===== config.mk =====
export PLATFORM = sky130hd
export DESIGN_NAME = dmach_channel
export DESIGN_NICKNAME = d
export VERILOG_FILES = /design/src/logic/dmach_pkg.sv /design/src/logic/dmach_channel.sv
export VERILOG_INCLUDE_DIRS = /design/src /design/src/logic
export SDC_FILE = /design/constraint.sdc
export NUM_CORES = 1
export LEC_CHECK = 0
export BUFFER_PORTS_ARGS = -buffer_cell sky130_fd_sc_hd__buf_2
export CORE_MARGIN = 8
export CORE_UTILIZATION = 58
export DETAILED_ROUTE_END_ITERATION = 10
export PLACE_DENSITY = 0.77
export SETUP_SLACK_MARGIN = 0.1
export SYNTH_ARGS = -nofsm -noshare
export SYNTH_HDL_FRONTEND = slang
export SYNTH_SLANG_ARGS = --single-unit

===== constraint.sdc =====
create_clock -name sys_clk -period 6.6 [get_ports sys_clk]
set_input_delay 0.99 -clock sys_clk [delete_from_list [all_inputs] [get_ports sys_clk]]
set_output_delay 0.99 -clock sys_clk [all_outputs]
set_load 0.1 [all_outputs]

===== src/logic/dmach_map.svh =====
// register offsets, control field positions and reset values of the channel
`ifndef DMACH_MAP_SVH
`define DMACH_MAP_SVH

// register indices; the byte address is four times the index
`define DMACH_IDX_ITEM 32'h5000352E
`define DMACH_IDX_SRCL 32'h50003530
`define DMACH_IDX_SRCH 32'h50003532
`define DMACH_IDX_DSTL 32'h50003534
`define DMACH_IDX_DSTH 32'h50003536
`define DMACH_IDX_THR 32'h50003538
`define DMACH_IDX_LEN 32'h5000353A
`define DMACH_IDX_CTRL 32'h5000353C

// control field positions
`define DMACH_ON 0
`define DMACH_BW_LO 1
`define DMACH_BW_HI 2
`define DMACH_IRQEN 3
`define DMACH_REQMODE 4
`define DMACH_DINC 5
`define DMACH_SINC 6
`define DMACH_CIRC 7
`define DMACH_PRIO_LO 8
`define DMACH_PRIO_HI 10
`define DMACH_YIELD 11
`define DMACH_FILL 12
`define DMACH_SENSE 13

// writable control bits, reserved bits read zero
`define DMACH_CTRL_MASK 16'h3FFF
`define DMACH_RST16 16'h0000
`define DMACH_RST32 32'h00000000

`endif


===== src/logic/dmach_pkg.sv =====
// types shared by the channel logic
package dmach_pkg;
	typedef enum logic [2:0] {
		ST_IDLE,
		ST_WAIT,
		ST_READ,
		ST_WRITE,
		ST_GAP
	} dmach_state_t;
	typedef logic [15:0] dmach_half_t;
endpackage


===== src/logic/dmach_channel.sv =====
// one memory-mapped dma channel with its AHB-Lite register slave
//
// Design decision made here: the AHB-Lite slave port.
`timescale 1ns/10ps
`include "dmach_map.svh"

module dmach_channel #(
	parameter logic [2:0] CHANNEL_NUM = 3'h0
) (
	// clock and reset
	input wire logic sys_clk,
	input wire logic rst_b,
	// AHB-Lite register slave
	input wire logic hsel,
	input wire logic [31:0] haddr,
	input wire logic [1:0] htrans,
	input wire logic hwrite,
	input wire logic [2:0] hsize,
	input wire logic [31:0] hwdata,
	input wire logic hready,
	output logic hreadyout,
	output logic hresp,
	output logic [31:0] hrdata,
	// bus arbitration toward the channel arbiter
	output logic busReq,
	input wire logic busGrant,
	output logic busLock,
	output logic [2:0] chanPriority,
	output logic [2:0] chanNumber,
	// system bus master port
	output logic memReq,
	output logic memWrite,
	output logic [31:0] memAddr,
	output logic [1:0] memSize,
	output logic [31:0] memWdata,
	input wire logic [31:0] memRdata,
	input wire logic memReady,
	// peripheral request and status
	input wire logic periphReq,
	output logic chanIrq,
	output logic chanActive
);

	dmach_pkg::dmach_state_t stateQ;
	dmach_pkg::dmach_half_t srcLowQ;
	dmach_pkg::dmach_half_t srcHighQ;
	dmach_pkg::dmach_half_t dstLowQ;
	dmach_pkg::dmach_half_t dstHighQ;
	dmach_pkg::dmach_half_t thrQ;
	dmach_pkg::dmach_half_t lenQ;
	dmach_pkg::dmach_half_t ctrlQ;
	dmach_pkg::dmach_half_t idxQ;
	dmach_pkg::dmach_half_t idxNext;
	logic wrPendQ;
	logic [29:0] wrIdxQ;
	logic [31:0] dataQ;
	logic reqS1Q;
	logic reqS2Q;
	logic reqS3Q;
	logic edgePendQ;
	logic reqSeen;
	logic reqTake;
	logic addrPhase;
	logic ctrlWrite;
	logic itemDone;
	logic lastItem;
	logic finish;
	logic keepOn;
	logic chanOn;
	logic fillMode;
	logic reqMode;
	logic yieldMode;
	logic [31:0] srcStart;
	logic [31:0] dstStart;
	logic [31:0] srcCur;
	logic [31:0] dstCur;
	logic [31:0] srcNext;
	logic [31:0] dstNext;

	// address of item n: start plus n scaled by width when stepping
	function automatic logic [31:0] itemAddr(
		input logic [31:0] start,
		input logic step,
		input logic [1:0] width,
		input logic [15:0] n
	);
		logic [31:0] off;
		off = {16'h0000, n};
		if (!step) begin
			itemAddr = start;
		end else begin
			case (width)
				2'h1: itemAddr = start + {off[30:0], 1'b0};
				2'h2: itemAddr = start + {off[29:0], 2'b00};
				default: itemAddr = start + off;
			endcase
		end
	endfunction

	// control fields
	assign chanOn = ctrlQ[`DMACH_ON];
	assign fillMode = ctrlQ[`DMACH_FILL];
	assign reqMode = ctrlQ[`DMACH_REQMODE];
	assign yieldMode = ctrlQ[`DMACH_YIELD];
	assign srcStart = {srcHighQ, srcLowQ};
	assign dstStart = {dstHighQ, dstLowQ};

	// current and next item addresses
	assign idxNext = idxQ + 16'h0001;
	assign srcCur = itemAddr(srcStart, ctrlQ[`DMACH_SINC],
		ctrlQ[`DMACH_BW_HI:`DMACH_BW_LO], idxQ);
	assign dstCur = itemAddr(dstStart, ctrlQ[`DMACH_DINC],
		ctrlQ[`DMACH_BW_HI:`DMACH_BW_LO], idxQ);
	assign srcNext = itemAddr(srcStart, ctrlQ[`DMACH_SINC],
		ctrlQ[`DMACH_BW_HI:`DMACH_BW_LO], idxNext);
	assign dstNext = itemAddr(dstStart, ctrlQ[`DMACH_DINC],
		ctrlQ[`DMACH_BW_HI:`DMACH_BW_LO], idxNext);

	// item and transfer completion
	assign itemDone = (stateQ == dmach_pkg::ST_WRITE) && memReady;
	assign lastItem = (idxQ == lenQ);
	assign finish = itemDone && lastItem;
	assign keepOn = ctrlQ[`DMACH_CIRC] && reqMode;

	// bus slave always ready, always OKAY
	assign hreadyout = 1'b1;
	assign hresp = 1'b0;
	assign addrPhase = hsel && htrans[1] && hready;
	// only the low 30 bits of an index fit the word address
	assign ctrlWrite = wrPendQ && (wrIdxQ == 30'(`DMACH_IDX_CTRL));

	// request sensing: level or pending rising edge
	assign reqSeen = ctrlQ[`DMACH_SENSE] ? edgePendQ : reqS2Q;
	assign reqTake = (stateQ == dmach_pkg::ST_IDLE) && chanOn &&
		reqMode && reqSeen;

	// arbitration outputs
	assign busReq = (stateQ != dmach_pkg::ST_IDLE) &&
		(stateQ != dmach_pkg::ST_GAP) && chanOn;
	assign chanPriority = ctrlQ[`DMACH_PRIO_HI:`DMACH_PRIO_LO];
	assign chanNumber = CHANNEL_NUM;
	// fill holds every channel off; blocking holds lower masters off
	assign busLock = busReq &&
		(fillMode || (!yieldMode && !reqMode));
	assign memReq = (stateQ == dmach_pkg::ST_READ) ||
		(stateQ == dmach_pkg::ST_WRITE);
	assign chanActive = (stateQ != dmach_pkg::ST_IDLE);

	// peripheral request synchroniser and edge stage
	always_ff @(posedge sys_clk or negedge rst_b) begin
		if (!rst_b) begin
			reqS1Q <= 1'b0;
			reqS2Q <= 1'b0;
			reqS3Q <= 1'b0;
		end else begin
			reqS1Q <= periphReq;
			reqS2Q <= reqS1Q;
			reqS3Q <= reqS2Q;
		end
	end

	// pending rising edge; a new edge wins over its consumption
	always_ff @(posedge sys_clk or negedge rst_b) begin
		if (!rst_b) begin
			edgePendQ <= 1'b0;
		end else if (reqS2Q && !reqS3Q) begin
			edgePendQ <= 1'b1;
		end else if (reqTake || !chanOn) begin
			edgePendQ <= 1'b0;
		end
	end

	// write data phase bookkeeping
	always_ff @(posedge sys_clk or negedge rst_b) begin
		if (!rst_b) begin
			wrPendQ <= 1'b0;
			wrIdxQ <= 30'h00000000;
		end else begin
			wrPendQ <= addrPhase && hwrite;
			if (addrPhase) begin
				wrIdxQ <= haddr[31:2];
			end
		end
	end

	// read data registered in the address phase
	always_ff @(posedge sys_clk or negedge rst_b) begin
		if (!rst_b) begin
			hrdata <= `DMACH_RST32;
		end else if (addrPhase && !hwrite) begin
			case (haddr[31:2])
				30'(`DMACH_IDX_ITEM): hrdata <= {16'h0000, idxQ};
				30'(`DMACH_IDX_SRCL): hrdata <= {16'h0000, srcLowQ};
				30'(`DMACH_IDX_SRCH): hrdata <= {16'h0000, srcHighQ};
				30'(`DMACH_IDX_DSTL): hrdata <= {16'h0000, dstLowQ};
				30'(`DMACH_IDX_DSTH): hrdata <= {16'h0000, dstHighQ};
				30'(`DMACH_IDX_THR): hrdata <= {16'h0000, thrQ};
				30'(`DMACH_IDX_LEN): hrdata <= {16'h0000, lenQ};
				30'(`DMACH_IDX_CTRL): hrdata <= {16'h0000, ctrlQ};
				default: hrdata <= `DMACH_RST32;
			endcase
		end
	end

	// plain read-write registers
	always_ff @(posedge sys_clk or negedge rst_b) begin
		if (!rst_b) begin
			srcLowQ <= `DMACH_RST16;
			srcHighQ <= `DMACH_RST16;
			dstLowQ <= `DMACH_RST16;
			dstHighQ <= `DMACH_RST16;
			thrQ <= `DMACH_RST16;
			lenQ <= `DMACH_RST16;
		end else if (wrPendQ) begin
			case (wrIdxQ)
				30'(`DMACH_IDX_SRCL): srcLowQ <= hwdata[15:0];
				30'(`DMACH_IDX_SRCH): srcHighQ <= hwdata[15:0];
				30'(`DMACH_IDX_DSTL): dstLowQ <= hwdata[15:0];
				30'(`DMACH_IDX_DSTH): dstHighQ <= hwdata[15:0];
				30'(`DMACH_IDX_THR): thrQ <= hwdata[15:0];
				30'(`DMACH_IDX_LEN): lenQ <= hwdata[15:0];
				default: begin
				end
			endcase
		end
	end

	// control: software write wins over the hardware enable clear
	always_ff @(posedge sys_clk or negedge rst_b) begin
		if (!rst_b) begin
			ctrlQ <= `DMACH_RST16;
		end else if (ctrlWrite) begin
			ctrlQ <= hwdata[15:0] & `DMACH_CTRL_MASK;
		end else if (finish && !keepOn) begin
			ctrlQ[`DMACH_ON] <= 1'b0;
		end
	end

	// item index: counts items, zero at end or when disabled
	always_ff @(posedge sys_clk or negedge rst_b) begin
		if (!rst_b) begin
			idxQ <= `DMACH_RST16;
		end else if (!chanOn) begin
			idxQ <= `DMACH_RST16;
		end else if (finish) begin
			idxQ <= `DMACH_RST16;
		end else if (itemDone) begin
			idxQ <= idxNext;
		end
	end

	// interrupt pulse after the item whose index equals thrQ, when enabled, in the same cycle the index steps
	always_ff @(posedge sys_clk or negedge rst_b) begin
		if (!rst_b) begin
			chanIrq <= 1'b0;
		end else begin
			chanIrq <= itemDone && (thrQ == idxQ) &&
				ctrlQ[`DMACH_IRQEN];
		end
	end

	// fetched item held for the store
	always_ff @(posedge sys_clk or negedge rst_b) begin
		if (!rst_b) begin
			dataQ <= `DMACH_RST32;
		end else if ((stateQ == dmach_pkg::ST_READ) && memReady) begin
			dataQ <= memRdata;
		end
	end

	// bus master address, direction and size for the next cycle
	always_ff @(posedge sys_clk or negedge rst_b) begin
		if (!rst_b) begin
			memAddr <= `DMACH_RST32;
			memWrite <= 1'b0;
			memSize <= 2'h0;
			memWdata <= `DMACH_RST32;
		end else begin
			memSize <= ctrlQ[`DMACH_BW_HI:`DMACH_BW_LO];
			memWdata <= dataQ;
			case (stateQ)
				dmach_pkg::ST_WAIT: begin
					if (fillMode && idxQ != 16'h0000) begin
						memAddr <= dstCur;
						memWrite <= 1'b1;
					end else begin
						memAddr <= srcCur;
						memWrite <= 1'b0;
					end
				end
				dmach_pkg::ST_READ: begin
					if (memReady) begin
						memAddr <= dstCur;
						memWrite <= 1'b1;
						memWdata <= memRdata;
					end
				end
				dmach_pkg::ST_WRITE: begin
					if (memReady && fillMode) begin
						memAddr <= dstNext;
						memWrite <= 1'b1;
					end else if (memReady) begin
						memAddr <= srcNext;
						memWrite <= 1'b0;
					end
				end
				default: begin
				end
			endcase
		end
	end

	// channel sequencer
	always_ff @(posedge sys_clk or negedge rst_b) begin
		if (!rst_b) begin
			stateQ <= dmach_pkg::ST_IDLE;
		end else begin
			case (stateQ)
				dmach_pkg::ST_IDLE: begin
					if (chanOn && (!reqMode || reqSeen)) begin
						stateQ <= dmach_pkg::ST_WAIT;
					end
				end
				dmach_pkg::ST_WAIT: begin
					if (!chanOn) begin
						stateQ <= dmach_pkg::ST_IDLE;
					end else if (busGrant && fillMode &&
						idxQ != 16'h0000) begin
						stateQ <= dmach_pkg::ST_WRITE;
					end else if (busGrant) begin
						stateQ <= dmach_pkg::ST_READ;
					end
				end
				dmach_pkg::ST_READ: begin
					if (memReady && !chanOn) begin
						stateQ <= dmach_pkg::ST_IDLE;
					end else if (memReady) begin
						stateQ <= dmach_pkg::ST_WRITE;
					end
				end
				dmach_pkg::ST_WRITE: begin
					if (memReady) begin
						if (finish || !chanOn || reqMode) begin
							stateQ <= dmach_pkg::ST_IDLE;
						end else if (yieldMode) begin
							stateQ <= dmach_pkg::ST_GAP;
						end else if (fillMode) begin
							stateQ <= dmach_pkg::ST_WRITE;
						end else begin
							stateQ <= dmach_pkg::ST_READ;
						end
					end
				end
				dmach_pkg::ST_GAP: begin
					stateQ <= chanOn ? dmach_pkg::ST_WAIT :
						dmach_pkg::ST_IDLE;
				end
				default: begin
					stateQ <= dmach_pkg::ST_IDLE;
				end
			endcase
		end
	end

endmodule


Word level (Yosys, flattened, before mapping)
Index checks and enable logic that the tools add are counted.

storage, ports and cells
  word-level logic and storage cells = 160
  bits of input ports = 109
  flip-flop bits (word level) = 296
  output and inout port bits = 112

operators by class
  reductions and logical operators = 52
  muxes and demuxes = 41
  equal/unequal tests = 31
  $add $sub $neg = 13

operators with widths
  kind                     count
  $eq A30 B29 Y1 const B   15
  $mux W32                 10
  $pmux W32 S2             4
  $add A32 B16 Y32         4
  $add A32 B17 Y32         4
  $add A32 B18 Y32         4
  $pmux W16 S8             1
  $pmux W32 S3             1
  $mux W16                 3
  $eq A16 B16 Y1           2
  $mux W3                  9
  $logic_and A1 B1 Y1      26
  $add A16 B1 Y16 const B  1
  $reduce_bool A16 Y1      1
  $pmux W3 S5              1
  $reduce_and A2 Y1        6
  $mux W1                  11
  $eq A3 B2 Y1 const B     2
  $logic_not A1 Y1         6
  $logic_or A1 B1 Y1       6
  $ne A3 B2 Y1 const B     2
  $reduce_bool A3 Y1       2
  $ne A2 B2 Y1 const B     2
  $ne A4 B4 Y1 const B     1
  12 further kinds         13

Logic depth before layout (Yosys ltp)
  word-level depth = 8
  mapped depth = 19
  depth with buffers taken out = 17

Worst setup path after synthesis
Ideal clock, no wire load.

  kind = flip-flop to flip-flop
  start point = register idxQ[1]
  end point = register memAddr[27]
  buffers on the path = 0
  cell stages (with the launch flop) = 16
  data required time = 6.474 ns
  setup slack = 2.114 ns
  library setup time = 0.126 ns
  clock period less this slack = 4.486 ns
  data arrival time = 4.360 ns
  path through = dfrtp_1 > ha_1 > nand3_1 > nor4_1 > nand3_1 > xnor2_1 > ha_1 > a21o_1 > or4_1 > a21o_1 > nand3_4 > a211oi_2 > xor2_1 > a2111oi_2 > a211oi_1 > o32a_1

between the ends
  cells in the longest elaborated chain, start to end = 7
  elaborated cells on any way between the ends = 28
  those cells by class = 13 x add/sub; 13 x mux; 2 x reduce/logical

ends and longest elaborated chain
  what                                            line                  text
  start: declaration                              dmach_channel.sv:52   dmach_pkg::dmach_half_t idxQ;
  start signal: assignment                        dmach_channel.sv:242  idxQ <= `DMACH_RST16;
  start signal: assignment                        dmach_channel.sv:244  idxQ <= `DMACH_RST16;
  start signal: assignment                        dmach_channel.sv:246  idxQ <= `DMACH_RST16;
  $add A16 B1 Y16                                 dmach_channel.sv:109  assign idxNext = idxQ + 16'h0001;
  $add A32 B16 Y32, or another cell as far along  dmach_channel.sv:95   default: itemAddr = start + off;
  $pmux W32 S2                                    dmach_channel.sv:92   case (width)
  $mux W32                                        dmach_channel.sv:89   if (!step) begin
  $mux W32                                        dmach_channel.sv:302  end else if (memReady) begin
  $mux W32                                        dmach_channel.sv:299  if (memReady && fillMode) begin
  $pmux W32 S3 (*)                                dmach_channel.sv:281  case (stateQ)
  end signal: assignment                          dmach_channel.sv:284  memAddr <= dstCur;
  end signal: assignment                          dmach_channel.sv:300  memAddr <= dstNext;
  end signal: assignment                          dmach_channel.sv:303  memAddr <= srcNext;
  end: declaration                                dmach_channel.sv:33   output logic [31:0] memAddr,

Every way passes the cells marked *; elsewhere a longest branch is shown, timed or not. The select of a mux whose other input is x is not followed.
A chain may end at the register's enable or synchronous reset.

Worst setup path after layout
  start point = register idxQ[1]
  end point = register memAddr[29]

The elaborated chain is that of the path after synthesis.

==> results.py <==
metrics = {
    "logic_synthesis": {
        "synth_edf_count": 0,
        "synthArstFlopShare_pct": 100.0,
        "synth.yosys.warnings": 0,
        "synth_ff_type": "dfrtp_1",
        "synth-seq-cells": 280,
        "syn_avg_cell_area_um2": 8.398,
        "synthesis.instances": 3488,
        "synthDominantCellAreaShare_pct": 23.92,
        "seq_area_frac_synth_pct": 23.92,
        "syn_area_um2": 29290,
        "ys_types": 114,
        "synthTopCellsByArea": "dfrtp_1 24%, ha_1 8.7%, mux2_2 6.8%",
        "yosys.area.top_type": "dfrtp_1",
    },
    "placed_design": {
        "io_buffers": 177,
        "place_inst": 4210,
        "dp_slack_ps": 1518,
        "gp_congestion": 1.089,
        "dp_hpwl_um": 90780,
    },
    "power_and_ir_drop": {
        "p_per_area_nw_per_um2": 274.4,
        "swShare_pct": 50.61,
        "p_leak_nw": 13.88,
        "peakVddDrop_mv": 0.5440,
        "clkPwrFrac_pct": 21.4,
        "netSwitchingPower_mw": 4.408,
        "seqPwrFrac_pct": 26.7,
        "intPower_mw": 4.302,
        "p_total_mw": 8.710,
        "combPwrFrac_pct": 51.9,
    },
    "worst_setup_path": {
        "worstReg2RegEnd": "memAddr[29]$_DFFE_PN0P_",
        "ff2ff_setup_slack_ps": 1240,
        "rr_worst_depth": 15,
        "crit_path_max_fanout": 10,
        "cp-startpoint": "idxQ[1]$_DFFE_PN0P_",
        "crit_arrival_ps": 5900,
        "reg2reg_from": "idxQ[1]$_DFFE_PN0P_",
        "crit_type": "flip-flop to flip-flop",
        "crit_end": "memAddr[29]$_DFFE_PN0P_",
        "end_kind": "flip-flop",
        "critPathRequiredTime_ps": 7140,
        "cp-start-kind": "flip-flop",
    },
    "cells_and_area": {
        "fin_util_pct": 63.53,
        "final_cells": 4265,
        "nets": 3894,
        "layout-drive-gt1-share_pct": 16.01,
        "syn2layout_area_growth_pct": 8.377,
    },
    "cts": {
        "cts-resized-gates": 0,
        "ctsHoldBuffers": 0,
        "cts_setup_buffers": 0,
        "cts_made_buffers": 29,
        "cts_tree": "built",
        "cts_root_buffer": "clkbuf_16",
        "clk_latency_ps": 610,
        "htreeDepth": 1,
        "cts_max_path_buffers": 3,
        "path_clk_slew_ps": 70,
        "cts.sinks": 280,
    },
    "global_route": {
        "grt_max_degree": 125,
        "use_met1_pct": 51.12,
        "grt_overflow": 0,
        "first_global_vias": 29270,
        "grt.met2_usage_pct": 60.42,
        "grt_pass1_wl_um": 179800,
        "grt_antenna_before_repair": 3,
        "grt_use_met3_pct": 13.11,
        "busiest_layer": "met2",
        "grt_usage_pct": 40.63,
    },
    "detailed_routing": {
        "dr.first_iter.drc_count": 4374,
        "drc": 0,
        "dr.pass1.iters": 8,
        "wl_per_cell_um": 28.52,
        "routed_wl_um": 121600,
        "via_per_inst": 7.174,
        "vias": 30600,
        "final_antenna_net_count": 0,
    },
    "timing": {
        "finalCritPeriodShare_pct": 81.18,
        "finalCriticalPeriod_ps": 5358,
        "worstMarginPinSlew_ps": 1286,
        "drv_slew": 0,
        "setup_tns_ps": 0,
        "max_freq_mhz": 186.6,
        "fin_skew_ps": 19.88,
        "setup_ws_ps": 1242,
        "slew_headroom_pct": 13.92,
        "hold_viol_final": 0,
        "setup_viol": 0,
        "rsz0062_at_grt": "no",
    },
    "floorplan": {
        "die_w_um": 240.7,
        "initial_core_util_pct": 58.62,
        "ioPinCount": 221,
        "dieHeight_um": 240.7,
        "dieArea_um2": 57950,
        "fp.coreArea_um2": 49970,
        "rows": 82,
    },
    "run": {
        "maxCapViolCount": 0,
    },
    "worst_hold_path": {
        "hp-start": "reqS1Q$_DFF_PN0_",
        "hp-class": "flip-flop to flip-flop",
    },
    "run_status": {
        "status": "finished, final reports clean",
    },
}
## cells by family (layout without fill, tap and decap cells)
logic type | after synthesis | in the layout | synth area share (%)
compound gates | 1248 | 1248 | 29.72
flops | 280 | 280 | 23.92
buf+inv | 315 | 399 | 4.981
other cells | 2 | 23 | 0.02564
xor+xnor | 254 | 254 | 7.595
simple gates | 950 | 950 | 15.81
fa+ha+maj | 216 | 216 | 9.534
mux | 223 | 223 | 8.415
## critical path, cell delays in order, from the launching register on
cell and delay (ps):
dfrtp_1 690, ha_1 290, nand3_1 170, nor4_1 650, xor2_1 450, buf_4 230, ha_1 280, a21oi_1 140
o21ai_0 130, a31o_2 260, a31oi_2 570, nor4b_1 140, a211oi_1 500, o31ai_1 260, a211oi_1 340, o31a_1 180
## cells in the mapped netlist, types with 28 or more instances
| master | instances |
|---|---|
| a21o_1 | 92 |
| nand2b_1 | 38 |
| nand2_1 | 274 |
| a211oi_1 | 93 |
| o211ai_1 | 68 |
| dfrtp_1 | 280 |
| mux2_2 | 176 |
| and3_1 | 28 |
| a221oi_1 | 58 |
| inv_1 | 76 |
| xor2_1 | 99 |
| o21a_1 | 31 |
| clkbuf_1 | 151 |
| mux2i_1 | 37 |
| o21ai_0 | 205 |
| a22oi_1 | 49 |
| buf_2 | 39 |
| ha_1 | 204 |
| nand4_1 | 41 |
| a21oi_1 | 230 |
| a31oi_1 | 47 |
| nor4_1 | 31 |
| nor2_1 | 253 |
| o21ai_1 | 42 |
| nand3_1 | 98 |
| xnor2_1 | 155 |
| nor3_1 | 58 |
## metal layers
metal / routed length, um / vias up
met2: 50920 / 2225
li1: - / 13410
met5: 0 / -
met1: 44530 / 14460
met4: 8686 / 0
met3: 17490 / 505
## worst min path at each step
stage,endpoint,slack (ps),depth (start not counted)
finish,reqS2Q$_DFF_PN0_,350,0
global route,reqS2Q$_DFF_PN0_,370,0
CTS,reqS2Q$_DFF_PN0_,360,0
detailed placement,reqS2Q$_DFF_PN0_,340,0
global placement,reqS2Q$_DFF_PN0_,330,0
floorplan,reqS2Q$_DFF_PN0_,330,0
## layout by cell type (no fill, tap or decap), types with 19 or more instances in the layout
cell type	Yosys	routed
dfrtp_1	280	278
nand2_1	274	274
nor2_1	253	251
a21oi_1	230	229
o21ai_0	205	205
ha_1	204	202
mux2_2	176	176
buf_2	39	176
xnor2_1	155	155
xor2_1	99	99
nand3_1	98	98
a211oi_1	93	93
a21o_1	92	92
buf_4	24	88
inv_1	76	76
o211ai_1	68	68
nor3_1	58	58
a221oi_1	58	58
a22oi_1	49	49
a31oi_1	47	47
o21ai_1	42	42
nand4_1	41	41
nand2b_1	38	38
mux2i_1	37	37
nor4_1	31	31
o21a_1	31	31
clkbuf_16	0	29
and3_1	28	28
a211o_1	25	25
a22o_1	24	24
or3_1	23	23
o22ai_1	23	23
o221ai_1	22	22
a41oi_1	22	22
o21bai_1	21	21
conb_1	2	21
o31ai_1	19	19
## sequential cells by signal, summed over array words and instances, names as in the netlist, 30 cells and up
register,cells
memAddr,32
memWdata,32
dataQ,32
wrIdxQ,30
## power by group through the flow
stage | sequential, mW | clock (mW) | combinational, mW
2_1_floorplan | 3.69 | 0 | 1.89
3_3_place_gp | 2.32 | 0 | 4.35
3_5_place_dp | 2.34 | 0 | 4.40
4_1_cts | 2.32 | 1.88 | 4.42
5_1_grt | 2.36 | 1.94 | 4.68
6_report | 2.33 | 1.86 | 4.52
## stage by stage
stage | hold WS (ps) | cell area, um^2
2_1_floorplan | 331.2 | 29360
3_3_place_gp | 333.4 | 30680
3_5_place_dp | 341.6 | 30680
4_1_cts | 356.2 | 31740
5_1_grt | 366.6 | 31740
6_report | 353.6 | 31740
## final cells by class
| type | count | area [um^2] |
|---|---|---|
| antenna | 2 | 5.005 |
| multi-input combinational | 2912 | 20950 |
| clock buffer | 34 | 774.5 |
| sequential | 280 | 7009 |
| tap | 672 | 840.8 |
| timing repair buffer | 266 | 1577 |
| fill | 4400 | 18220 |
| inverter | 80 | 300.3 |
| clock inverter | 19 | 287.8 |
Power figures use the tool's default switching activity.
